==> src/rtl/io_ports_pkg.sv <==
// package for the mode-dependent parallel port block
// assumes a single 25 MHz clock domain and a plain register port
package io_ports_pkg;

  // ----------------------------------------------------------------
  // register offsets
  // ----------------------------------------------------------------
  localparam logic [7:0] port_a_data_off      = 8'h00;
  localparam logic [7:0] pulse_accum_ctrl_off = 8'h01;
  localparam logic [7:0] port_b_data_off      = 8'h02;
  localparam logic [7:0] port_b_direction_off = 8'h03;
  localparam logic [7:0] port_c_control_off   = 8'h04;
  localparam logic [7:0] port_c_data_off      = 8'h05;
  localparam logic [7:0] port_c_direction_off = 8'h06;
  localparam logic [7:0] port_d_data_off      = 8'h07;
  localparam logic [7:0] port_d_direction_off = 8'h08;
  localparam logic [7:0] mode_status_off      = 8'h09;

  // ----------------------------------------------------------------
  // field positions and reset values
  // ----------------------------------------------------------------
  localparam int wired_or_bit  = 5;
  localparam int pa7_dir_bit   = 7;
  localparam int pa3_dir_bit   = 3;
  localparam int strobe_bit    = 6;
  localparam int rw_bit        = 7;
  localparam int slave_sel_bit = 5;
  localparam int special_mode_flag_bit      = 1;
  localparam int mda_bit       = 0;
  localparam logic [7:0] port_a_out_fixed = 8'h70;
  localparam logic [7:0] port_a_in_fixed  = 8'h07;
  localparam logic [7:0] spi_pin_mask     = 8'h1c;
  localparam logic [7:0] data_reset       = 8'h00;
  localparam logic [7:0] dir_reset        = 8'h00;
  localparam logic [7:0] dir_all_out      = 8'hff;

  // ----------------------------------------------------------------
  // types
  // ----------------------------------------------------------------
  // code is {mode_pin_b, mode_pin_a} as latched, so straps map straight in
  typedef enum logic [1:0] {
    mode_bootstrap,
    mode_test,
    mode_single_chip,
    mode_expanded
  } op_mode_t;

  typedef struct packed {
    logic [7:0] addr;
    logic [7:0] wdata;
    logic       wr;
    logic       rd;
  } reg_req_t;

  typedef struct packed {
    logic [7:0] out;
    logic [7:0] oe;
  } pin_drive_t;

  typedef struct packed {
    logic       enable;
    logic       master;
    logic [7:0] spi_out;
    logic [7:0] spi_wants_out;
  } spi_ctl_t;

endpackage

==> src/rtl/pin_sync.sv <==
// two-flip-flop synchroniser for a vector of pin inputs
// assumes the pins are asynchronous to ref_clk
`timescale 1ns/1ps
module pin_sync #(
  parameter int width = 8
) (
  input  wire logic             ref_clk,
  input  wire logic             rst_b,
  input  wire logic [width-1:0] async_in,
  output logic      [width-1:0] sync_out
);
  if (width < 1) begin : g_width_check
    $error("pin_sync width must be at least one");
  end

  logic [width-1:0] stage_one;

  always_ff @(posedge ref_clk or negedge rst_b) begin
    if (!rst_b) begin
      stage_one <= '0;
      sync_out  <= '0;
    end else begin
      stage_one <= async_in;
      sync_out  <= stage_one;
    end
  end
endmodule // pin_sync

==> src/rtl/io_ports.sv <==
// four parallel ports; the roles of ports B, C and D follow the latched operating mode
// assumes one clock, a single-cycle register port and tristate pads outside
`timescale 1ns/1ps

module io_ports (
  input  wire logic                   ref_clk,
  input  wire logic                   rst_b,
  // register port
  input  wire io_ports_pkg::reg_req_t req,
  output logic                  [7:0] rdata,
  // mode straps
  input  wire logic                   mode_pin_a,
  input  wire logic                   mode_pin_b,
  // timer side of port A
  input  wire logic             [7:0] compare_enable,
  input  wire logic             [7:0] compare_value,
  output logic                  [7:0] timer_pin_in,
  // spi and sci side of port D
  input  wire io_ports_pkg::spi_ctl_t spi,
  input  wire logic             [7:0] sci_out,
  input  wire logic             [7:0] sci_oe,
  output logic                  [7:0] serial_pin_in,
  // expansion bus
  input  wire logic                   bus_active,
  input  wire logic                   bus_addr_phase,
  input  wire logic                   bus_read,
  input  wire logic            [15:0] bus_addr,
  input  wire logic             [7:0] bus_wdata,
  output logic                  [7:0] bus_rdata,
  // pads
  input  wire logic             [7:0] pa_in,
  output logic                  [7:0] pa_out,
  output logic                  [7:0] pa_oe,
  input  wire logic             [7:0] pb_in,
  output logic                  [7:0] pb_out,
  output logic                  [7:0] pb_oe,
  input  wire logic             [7:0] pc_in,
  output logic                  [7:0] pc_out,
  output logic                  [7:0] pc_oe,
  input  wire logic             [7:0] pd_in,
  output logic                  [7:0] pd_out,
  output logic                  [7:0] pd_oe,
  output logic                  [1:0] op_mode
);

  // ----------------------------------------------------------------
  // pin synchronisers
  // ----------------------------------------------------------------
  logic [33:0] pins_sync;
  logic [7:0]  pa_s;
  logic [7:0]  pb_s;
  logic [7:0]  pc_s;
  logic [7:0]  pd_s;
  logic [1:0]  mode_s;

  pin_sync #(.width(34)) u_sync (
    .ref_clk  (ref_clk),
    .rst_b    (rst_b),
    .async_in ({mode_pin_b, mode_pin_a, pd_in, pc_in, pb_in, pa_in}),
    .sync_out (pins_sync)
  );

  assign pa_s   = pins_sync[7:0];
  assign pb_s   = pins_sync[15:8];
  assign pc_s   = pins_sync[23:16];
  assign pd_s   = pins_sync[31:24];
  assign mode_s = pins_sync[33:32];

  // ----------------------------------------------------------------
  // mode capture
  // ----------------------------------------------------------------
  // the straps are caught on the first edge after the synchroniser has
  // refilled, so the flop itself resets to a constant
  io_ports_pkg::op_mode_t mode;
  logic [1:0]             settle;
  logic                   mode_taken;

  always_ff @(posedge ref_clk or negedge rst_b) begin
    if (!rst_b) begin
      settle     <= 2'h0;
      mode_taken <= 1'b0;
      mode       <= io_ports_pkg::mode_single_chip;
    end else if (!mode_taken) begin
      settle <= settle + 2'h1;
      if (settle == 2'h2) begin
        mode_taken <= 1'b1;
        mode       <= io_ports_pkg::op_mode_t'(mode_s);
      end
    end
  end

  wire bus_mode    = (mode == io_ports_pkg::mode_expanded) || (mode == io_ports_pkg::mode_test);
  wire gpio_mode   = !bus_mode;
  wire expand_bus  = !gpio_mode && mode_taken;
  assign op_mode   = mode;

  // ----------------------------------------------------------------
  // registers
  // ----------------------------------------------------------------
  logic [7:0] port_a_data;
  logic [7:0] pulse_accum_control;
  logic [7:0] port_b_data;
  logic [7:0] port_b_direction;
  logic [7:0] port_c_control;
  logic [7:0] port_c_data;
  logic [7:0] port_c_direction;
  logic [7:0] port_d_data;
  logic [7:0] port_d_direction;

  wire wr_a    = req.wr && (req.addr == io_ports_pkg::port_a_data_off);
  wire wr_pac  = req.wr && (req.addr == io_ports_pkg::pulse_accum_ctrl_off);
  wire wr_b    = req.wr && (req.addr == io_ports_pkg::port_b_data_off);
  wire wr_bdir = req.wr && (req.addr == io_ports_pkg::port_b_direction_off);
  wire wr_cctl = req.wr && (req.addr == io_ports_pkg::port_c_control_off);
  wire wr_c    = req.wr && (req.addr == io_ports_pkg::port_c_data_off);
  wire wr_cdir = req.wr && (req.addr == io_ports_pkg::port_c_direction_off);
  wire wr_d    = req.wr && (req.addr == io_ports_pkg::port_d_data_off);
  wire wr_ddir = req.wr && (req.addr == io_ports_pkg::port_d_direction_off);

  // the latch always stores; only the output mux decides what reaches a pin
  always_ff @(posedge ref_clk or negedge rst_b) begin
    if (!rst_b) begin
      port_a_data         <= io_ports_pkg::data_reset;
      pulse_accum_control <= io_ports_pkg::dir_reset;
      port_b_data         <= io_ports_pkg::data_reset;
      port_b_direction    <= io_ports_pkg::dir_reset;
      port_c_control      <= io_ports_pkg::data_reset;
      port_c_data         <= io_ports_pkg::data_reset;
      port_c_direction    <= io_ports_pkg::dir_reset;
      port_d_data         <= io_ports_pkg::data_reset;
      port_d_direction    <= io_ports_pkg::dir_reset;
    end else begin
      if (wr_a)    port_a_data         <= req.wdata;
      if (wr_pac)  pulse_accum_control <= req.wdata;
      if (wr_b)    port_b_data         <= req.wdata;
      if (wr_bdir) port_b_direction    <= req.wdata;
      if (wr_cctl) port_c_control      <= req.wdata;
      if (wr_c)    port_c_data         <= req.wdata;
      if (wr_cdir) port_c_direction    <= req.wdata;
      if (wr_d)    port_d_data         <= req.wdata;
      if (wr_ddir) port_d_direction    <= req.wdata;
    end
  end

  // ----------------------------------------------------------------
  // port A
  // ----------------------------------------------------------------
  logic [7:0] pa_dir;
  logic [7:0] pa_drv;

  always_comb begin
    pa_dir = io_ports_pkg::port_a_out_fixed;
    pa_dir[io_ports_pkg::pa7_dir_bit] = compare_enable[7] ||
                                        pulse_accum_control[io_ports_pkg::pa7_dir_bit];
    pa_dir[io_ports_pkg::pa3_dir_bit] = compare_enable[3] ||
                                        pulse_accum_control[io_ports_pkg::pa3_dir_bit];
    pa_dir = pa_dir & ~io_ports_pkg::port_a_in_fixed;
  end

  // a compare-owned pin follows the timer, so a write cannot disturb it
  assign pa_drv = (compare_enable & compare_value) | (~compare_enable & port_a_data);
  assign pa_out = pa_drv;
  assign pa_oe  = pa_dir;
  assign timer_pin_in = pa_s;

  // ----------------------------------------------------------------
  // port B
  // ----------------------------------------------------------------
  wire [7:0] pb_dir = expand_bus ? io_ports_pkg::dir_all_out : port_b_direction;
  wire [7:0] pb_drv = expand_bus ? bus_addr[15:8] : port_b_data;
  assign pb_out = pb_drv;
  assign pb_oe  = pb_dir;

  // ----------------------------------------------------------------
  // port C
  // ----------------------------------------------------------------
  logic [7:0] pc_dir;
  logic [7:0] pc_drv;

  always_comb begin
    if (expand_bus) begin
      if (bus_active && bus_addr_phase) begin
        pc_drv = bus_addr[7:0];
        pc_dir = io_ports_pkg::dir_all_out;
      end else begin
        pc_drv = bus_wdata;
        pc_dir = (bus_active && !bus_read) ? io_ports_pkg::dir_all_out : 8'h00;
      end
    end else begin
      pc_drv = port_c_data;
      pc_dir = port_c_direction;
    end
  end

  wire wired_or = port_c_control[io_ports_pkg::wired_or_bit];
  assign pc_out = wired_or ? 8'h00 : pc_drv;
  // open drain: drive only the zeros, let the ones float high
  assign pc_oe  = wired_or ? (pc_dir & ~pc_drv) : pc_dir;
  assign bus_rdata = pc_s;

  // ----------------------------------------------------------------
  // port D
  // ----------------------------------------------------------------
  logic [7:0] pd_dir;
  logic [7:0] pd_drv;

  always_comb begin
    pd_dir = port_d_direction;
    pd_drv = port_d_data;
    for (int i = 0; i < 2; i++) begin
      if (sci_oe[i]) begin
        pd_dir[i] = 1'b1;
        pd_drv[i] = sci_out[i];
      end
    end
    if (spi.enable) begin
      for (int i = 2; i < 5; i++) begin
        if (io_ports_pkg::spi_pin_mask[i]) begin
          pd_dir[i] = spi.spi_wants_out[i] && port_d_direction[i];
          pd_drv[i] = spi.spi_out[i];
        end
      end
      if (!spi.master)
        pd_dir[io_ports_pkg::slave_sel_bit] = 1'b0;
    end
    if (expand_bus) begin
      pd_dir[io_ports_pkg::strobe_bit] = 1'b1;
      pd_drv[io_ports_pkg::strobe_bit] = bus_active && bus_addr_phase;
      pd_dir[io_ports_pkg::rw_bit]     = 1'b1;
      pd_drv[io_ports_pkg::rw_bit]     = !bus_active || bus_read;
    end
  end

  // in spi master mode bit 5 keeps the direction register's choice
  assign pd_out = pd_drv;
  assign pd_oe  = pd_dir;
  assign serial_pin_in = pd_s;

  // ----------------------------------------------------------------
  // read back
  // ----------------------------------------------------------------
  function automatic logic [7:0] port_view(input logic [7:0] dir,
                                           input logic [7:0] drv,
                                           input logic [7:0] pin);
    port_view = (dir & drv) | (~dir & pin);
  endfunction

  logic [7:0] next_rdata;

  always_comb begin
    next_rdata = 8'h00;
    unique case (req.addr)
      io_ports_pkg::port_a_data_off:      next_rdata = port_view(pa_dir, pa_drv, pa_s);
      io_ports_pkg::pulse_accum_ctrl_off: next_rdata = pulse_accum_control;
      io_ports_pkg::port_b_data_off:      next_rdata = port_view(pb_dir, pb_drv, pb_s);
      io_ports_pkg::port_b_direction_off: next_rdata = port_b_direction;
      io_ports_pkg::port_c_control_off:   next_rdata = port_c_control;
      io_ports_pkg::port_c_data_off:      next_rdata = port_view(pc_dir, pc_drv, pc_s);
      io_ports_pkg::port_c_direction_off: next_rdata = port_c_direction;
      io_ports_pkg::port_d_data_off:      next_rdata = port_view(pd_dir, pd_drv, pd_s);
      io_ports_pkg::port_d_direction_off: next_rdata = port_d_direction;
      io_ports_pkg::mode_status_off:      next_rdata = {6'h00, mode};
      default:                            next_rdata = 8'h00;
    endcase
  end

  always_ff @(posedge ref_clk or negedge rst_b) begin
    if (!rst_b)
      rdata <= 8'h00;
    else if (req.rd)
      rdata <= next_rdata;
    else
      rdata <= 8'h00;
  end

endmodule // io_ports

==> config.mk <==
export PLATFORM = sky130hd
export DESIGN_NAME = io_ports
export DESIGN_NICKNAME = d
export VERILOG_FILES = /design/src/rtl/io_ports_pkg.sv /design/src/rtl/pin_sync.sv /design/src/rtl/io_ports.sv
export SDC_FILE = /design/constraint.sdc
export NUM_CORES = 1
export LEC_CHECK = 0
export BUFFER_PORTS_ARGS = -buffer_cell sky130_fd_sc_hd__buf_2
export CELL_PAD_IN_SITES_DETAIL_PLACEMENT = 0
export CELL_PAD_IN_SITES_GLOBAL_PLACEMENT = 1
export CORE_MARGIN = 2
export CORE_UTILIZATION = 40
export CTS_BUF_LIST = sky130_fd_sc_hd__clkbuf_4 sky130_fd_sc_hd__clkbuf_8
export CTS_CLUSTER_DIAMETER = 100
export DETAILED_ROUTE_END_ITERATION = 10
export HOLD_SLACK_MARGIN = 0.1
export PLACE_DENSITY_LB_ADDON = 0.1
export SKIP_CTS_REPAIR_TIMING = 1
export SLEW_MARGIN = 20
export SYNTH_ARGS = -nofsm -noshare
export SYNTH_HDL_FRONTEND = slang
export SYNTH_SLANG_ARGS = --single-unit
==> constraint.sdc <==
create_clock -name ref_clk -period 2.1 [get_ports ref_clk]
set_input_delay 0.525 -clock ref_clk [delete_from_list [all_inputs] [get_ports ref_clk]]
set_output_delay 0.525 -clock ref_clk [all_outputs]
set_load 0.05 [all_outputs]
==> results.txt <==
outcome -> finished, violations left
failing checks -> negative setup slack
Netlist cell types -> 66
area of the core -> 17300 um^2
clk root buf -> clkbuf_8
fin crit period -> 2.35 ns
Routed Antenna Nets -> 0
Setup TNS -> -4.15 ns
Mean Syn Cell Area -> 11.6 um^2
drt first pass iters -> 5
CTS tree -> yes
Leak Pwr -> 4.91 nW
layout cells sized above 1 -> 57.0%
initial antenna violation count -> 1
Min-Delay Endpoint -> u_sync.stage_one[33]$_DFF_PN0_
Antenna diodes -> 0
vias in the first global route -> 5933
final hold vios -> 0
die width -> 137 um
Yosys top cell area share -> 53.7%
RSZ-0062 raised after global routing -> yes
CTS Buf Count -> 17
FMAX -> 426 MHz
Worst Skew -> 0.0105 ns
IO Pins -> 229
initial core utilization -> 40.9%
die area -> 18800 um^2
Skew-Pair Late Insertion Delay -> 0.47 ns
launch point of the worst reg-to-reg path -> mode_taken$_DFF_PN0_
initial DRC count -> 369
count leader, synth -> dfrtp_1
CP Data Arrival Time -> 1.82 ns
detailed-route DRC error count -> 0
row cnt -> 48
primary flip-flop cell chosen by synthesis mapping -> dfrtp_1
crit path max fanout -> 7
GR Util All Layers -> 23.6%
PD cells -> 670 nW/um^2
worst slack at placement -> -0.391 ns
Yosys top cell by area -> dfrtp_1
number of synthesized flops with an enable pin -> 0
flop2flop setup slack -> 0.05 ns
Via density -> 5.24
Critical Path Most Common Cell -> buf_6
HPWL Detailed -> 16500 um
worst r2r dst -> rdata[6]$_DFF_PN0_
grt ovf -> 0
Fill cells -> 1533
CTS Sinks -> 153
ys async rst share -> 100%
crit path max-delay cell type -> dfrtp_2
largest net degree at the start of global routing -> 62
Synth Register Bits -> 153
CP cell instances -> and2_4 > buf_6 > buf_12 > o22a_1 > buf_6
crit-path max cell delay -> 0.46 ns
first-pass GRT wire length -> 32800 um
Final Instance Count excl. Fillers -> 1124
Setup CP Type -> register to primary output
fin crit share -> 112%
final wirelength -> 22100 um
Crit. End Element -> primary output
Die H -> 137 um
H-tree Lvls -> 4
vias -> 5889
Synth Cell Area -> 7080 um^2
Worst-Margin Slew -> 0.652 ns
VDD IR max -> 0.000409 V
delay-heaviest family, CP -> flip-flops
Worst Hold Path Cells -> 1
final setup violation count -> 31
synth top area cells -> dfrtp_1 54%, mux2_2 14%, buf_4 3.3%
max-cap violations -> 0
max_slew headroom -> 56.5%
DP Area -> 8960 um^2
post-synthesis sequential area ratio -> 54.1%
clk buf depth -> 2
Critical path buffers and inverters -> 3
Final Cell Area -> 10000 um^2
Critical Path RT -> 1.57 ns
fin nets -> 1018
min-delay worst type -> input port to register
synthesized instance count -> 608
Synthesis Warnings -> 0
Placer Congestion -> 0.903
Synth-to-Final Area Change -> 41.6%
fin worst setup slack -> -0.250 ns
Worst setup SP type -> register
number of port buffers -> 200
clk slew on worst S/H paths -> 0.09 ns
top cells by count, synth -> 152 x dfrtp_1, 88 x mux2_2, 57 x nand2_1, 31 x buf_4, 29 x o21ai_0
wire per inst -> 19.7 um
reg2reg path depth -> 9
WHS -> 0.158 ns
Slew Viols, Final -> 0
min-delay src -> mode_pin_b
total placed cells including tap cells -> 1077
[layout by cell type, fill, tap and decap left out, drive strengths merged, types with 5 or more instances in the layout]
cell type	count
nand2	58
a211oi	10
nand2b	12
o21ai	29
clkbuf	25
a21oi	18
mux2i	14
nand4	7
a22oi	9
conb	6
a31oi	11
and3	6
o22ai	6
nor2	16
inv	15
or2	5
buf	308
nand3	13
nor2b	20
dfrtp	152
mux2	88
[registers in the layout, indices dropped and copies added (netlist names)]
register             count
u_sync.sync_out         34
port_d_direction         8
pulse_accum_control      8
rdata                    8
port_b_data              8
port_d_data              8
port_c_direction         8
port_c_control           8
u_sync.stage_one        34
mode_taken               1
op_mode                  2
port_c_data              8
port_a_data              8
port_b_direction         8
settle                   2
[layer usage]
metal  global-route usage (%)  up-vias  share of wire (%)
li1                         -     2712                  -
met5                        0        -              0.050
met3                     5.63       30                6.7
met2                     36.7      233                 47
met4                     7.45        2                1.7
met1                     32.8     2912                 44
[power breakdown]
part           internal, mW  total [mW]  switching (mW)
Clock                  1.06        2.24            1.18
Combinational         0.514        1.31           0.794
Sequential             3.08        3.18          0.0973
Total                  4.65        6.73            2.07
[area by class of cell]
| cell class | count | area, um^2 | area share [%] |
|---|---|---|---|
| clock inverters | 11 | 110 | 1.10 |
| inverters | 11 | 41.3 | 0.412 |
| flip-flops and latches | 153 | 3830 | 38.2 |
| clock buffers | 21 | 283 | 2.82 |
| multi-input cells | 390 | 3270 | 32.6 |
| repair buffers | 313 | 2210 | 22.0 |
| well taps | 225 | 282 | 2.81 |
[through the flow]
step                utilization [%]  total power [mW]
global route                   58.0              7.00
global placement               51.8              4.36
detailed placement             51.8              4.38
CTS                            54.1              6.61
floorplan                         -              3.98
finish                         58.0              6.73
[how the worst max path moves through the flow]
stage | from | endpoint | slack, ns | cells past startpoint
after global routing | op_mode[0]$_DFFE_PN0P_ | pc_oe[4] | -0.35 | 5
after floorplan | port_c_control[5]$_DFFE_PN0P_ | pc_oe[2] | -0.21 | 2
after global placement | req[15] | rdata[5]$_DFF_PN0_ | -0.42 | 8
after CTS | mode_taken$_DFF_PN0_ | pb_out[1] | -0.49 | 4
after detailed placement | req[15] | rdata[5]$_DFF_PN0_ | -0.39 | 8
final | mode_taken$_DFF_PN0_ | pd_out[7] | -0.25 | 5
[worst register-to-register path, stage by stage, from the launching register on]
cell      delay [ns]
dfrtp_2         0.46
and2_4          0.20
buf_6           0.14
buf_12          0.15
clkbuf_4        0.19
buf_4           0.16
a211oi_2        0.20
a211oi_1        0.07
a311oi_1        0.21
a41oi_1         0.13
[cell families (layout without fill, tap and decap cells)]
kind of cell	count (synthesis)	count (layout)	share of synthesized area [%]
AND/OR/NAND/NOR	157	157	12.1
flip-flops	153	153	54.1
AO/OA/AOI/OAI	122	122	11.6
multiplexers	103	103	16.3
buffers and inverters	69	356	5.55
other	2	6	0.106
adder cells (fa/ha/maj)	1	1	0.177
XOR/XNOR	1	1	0.124
Power figures use the tool's default switching activity.
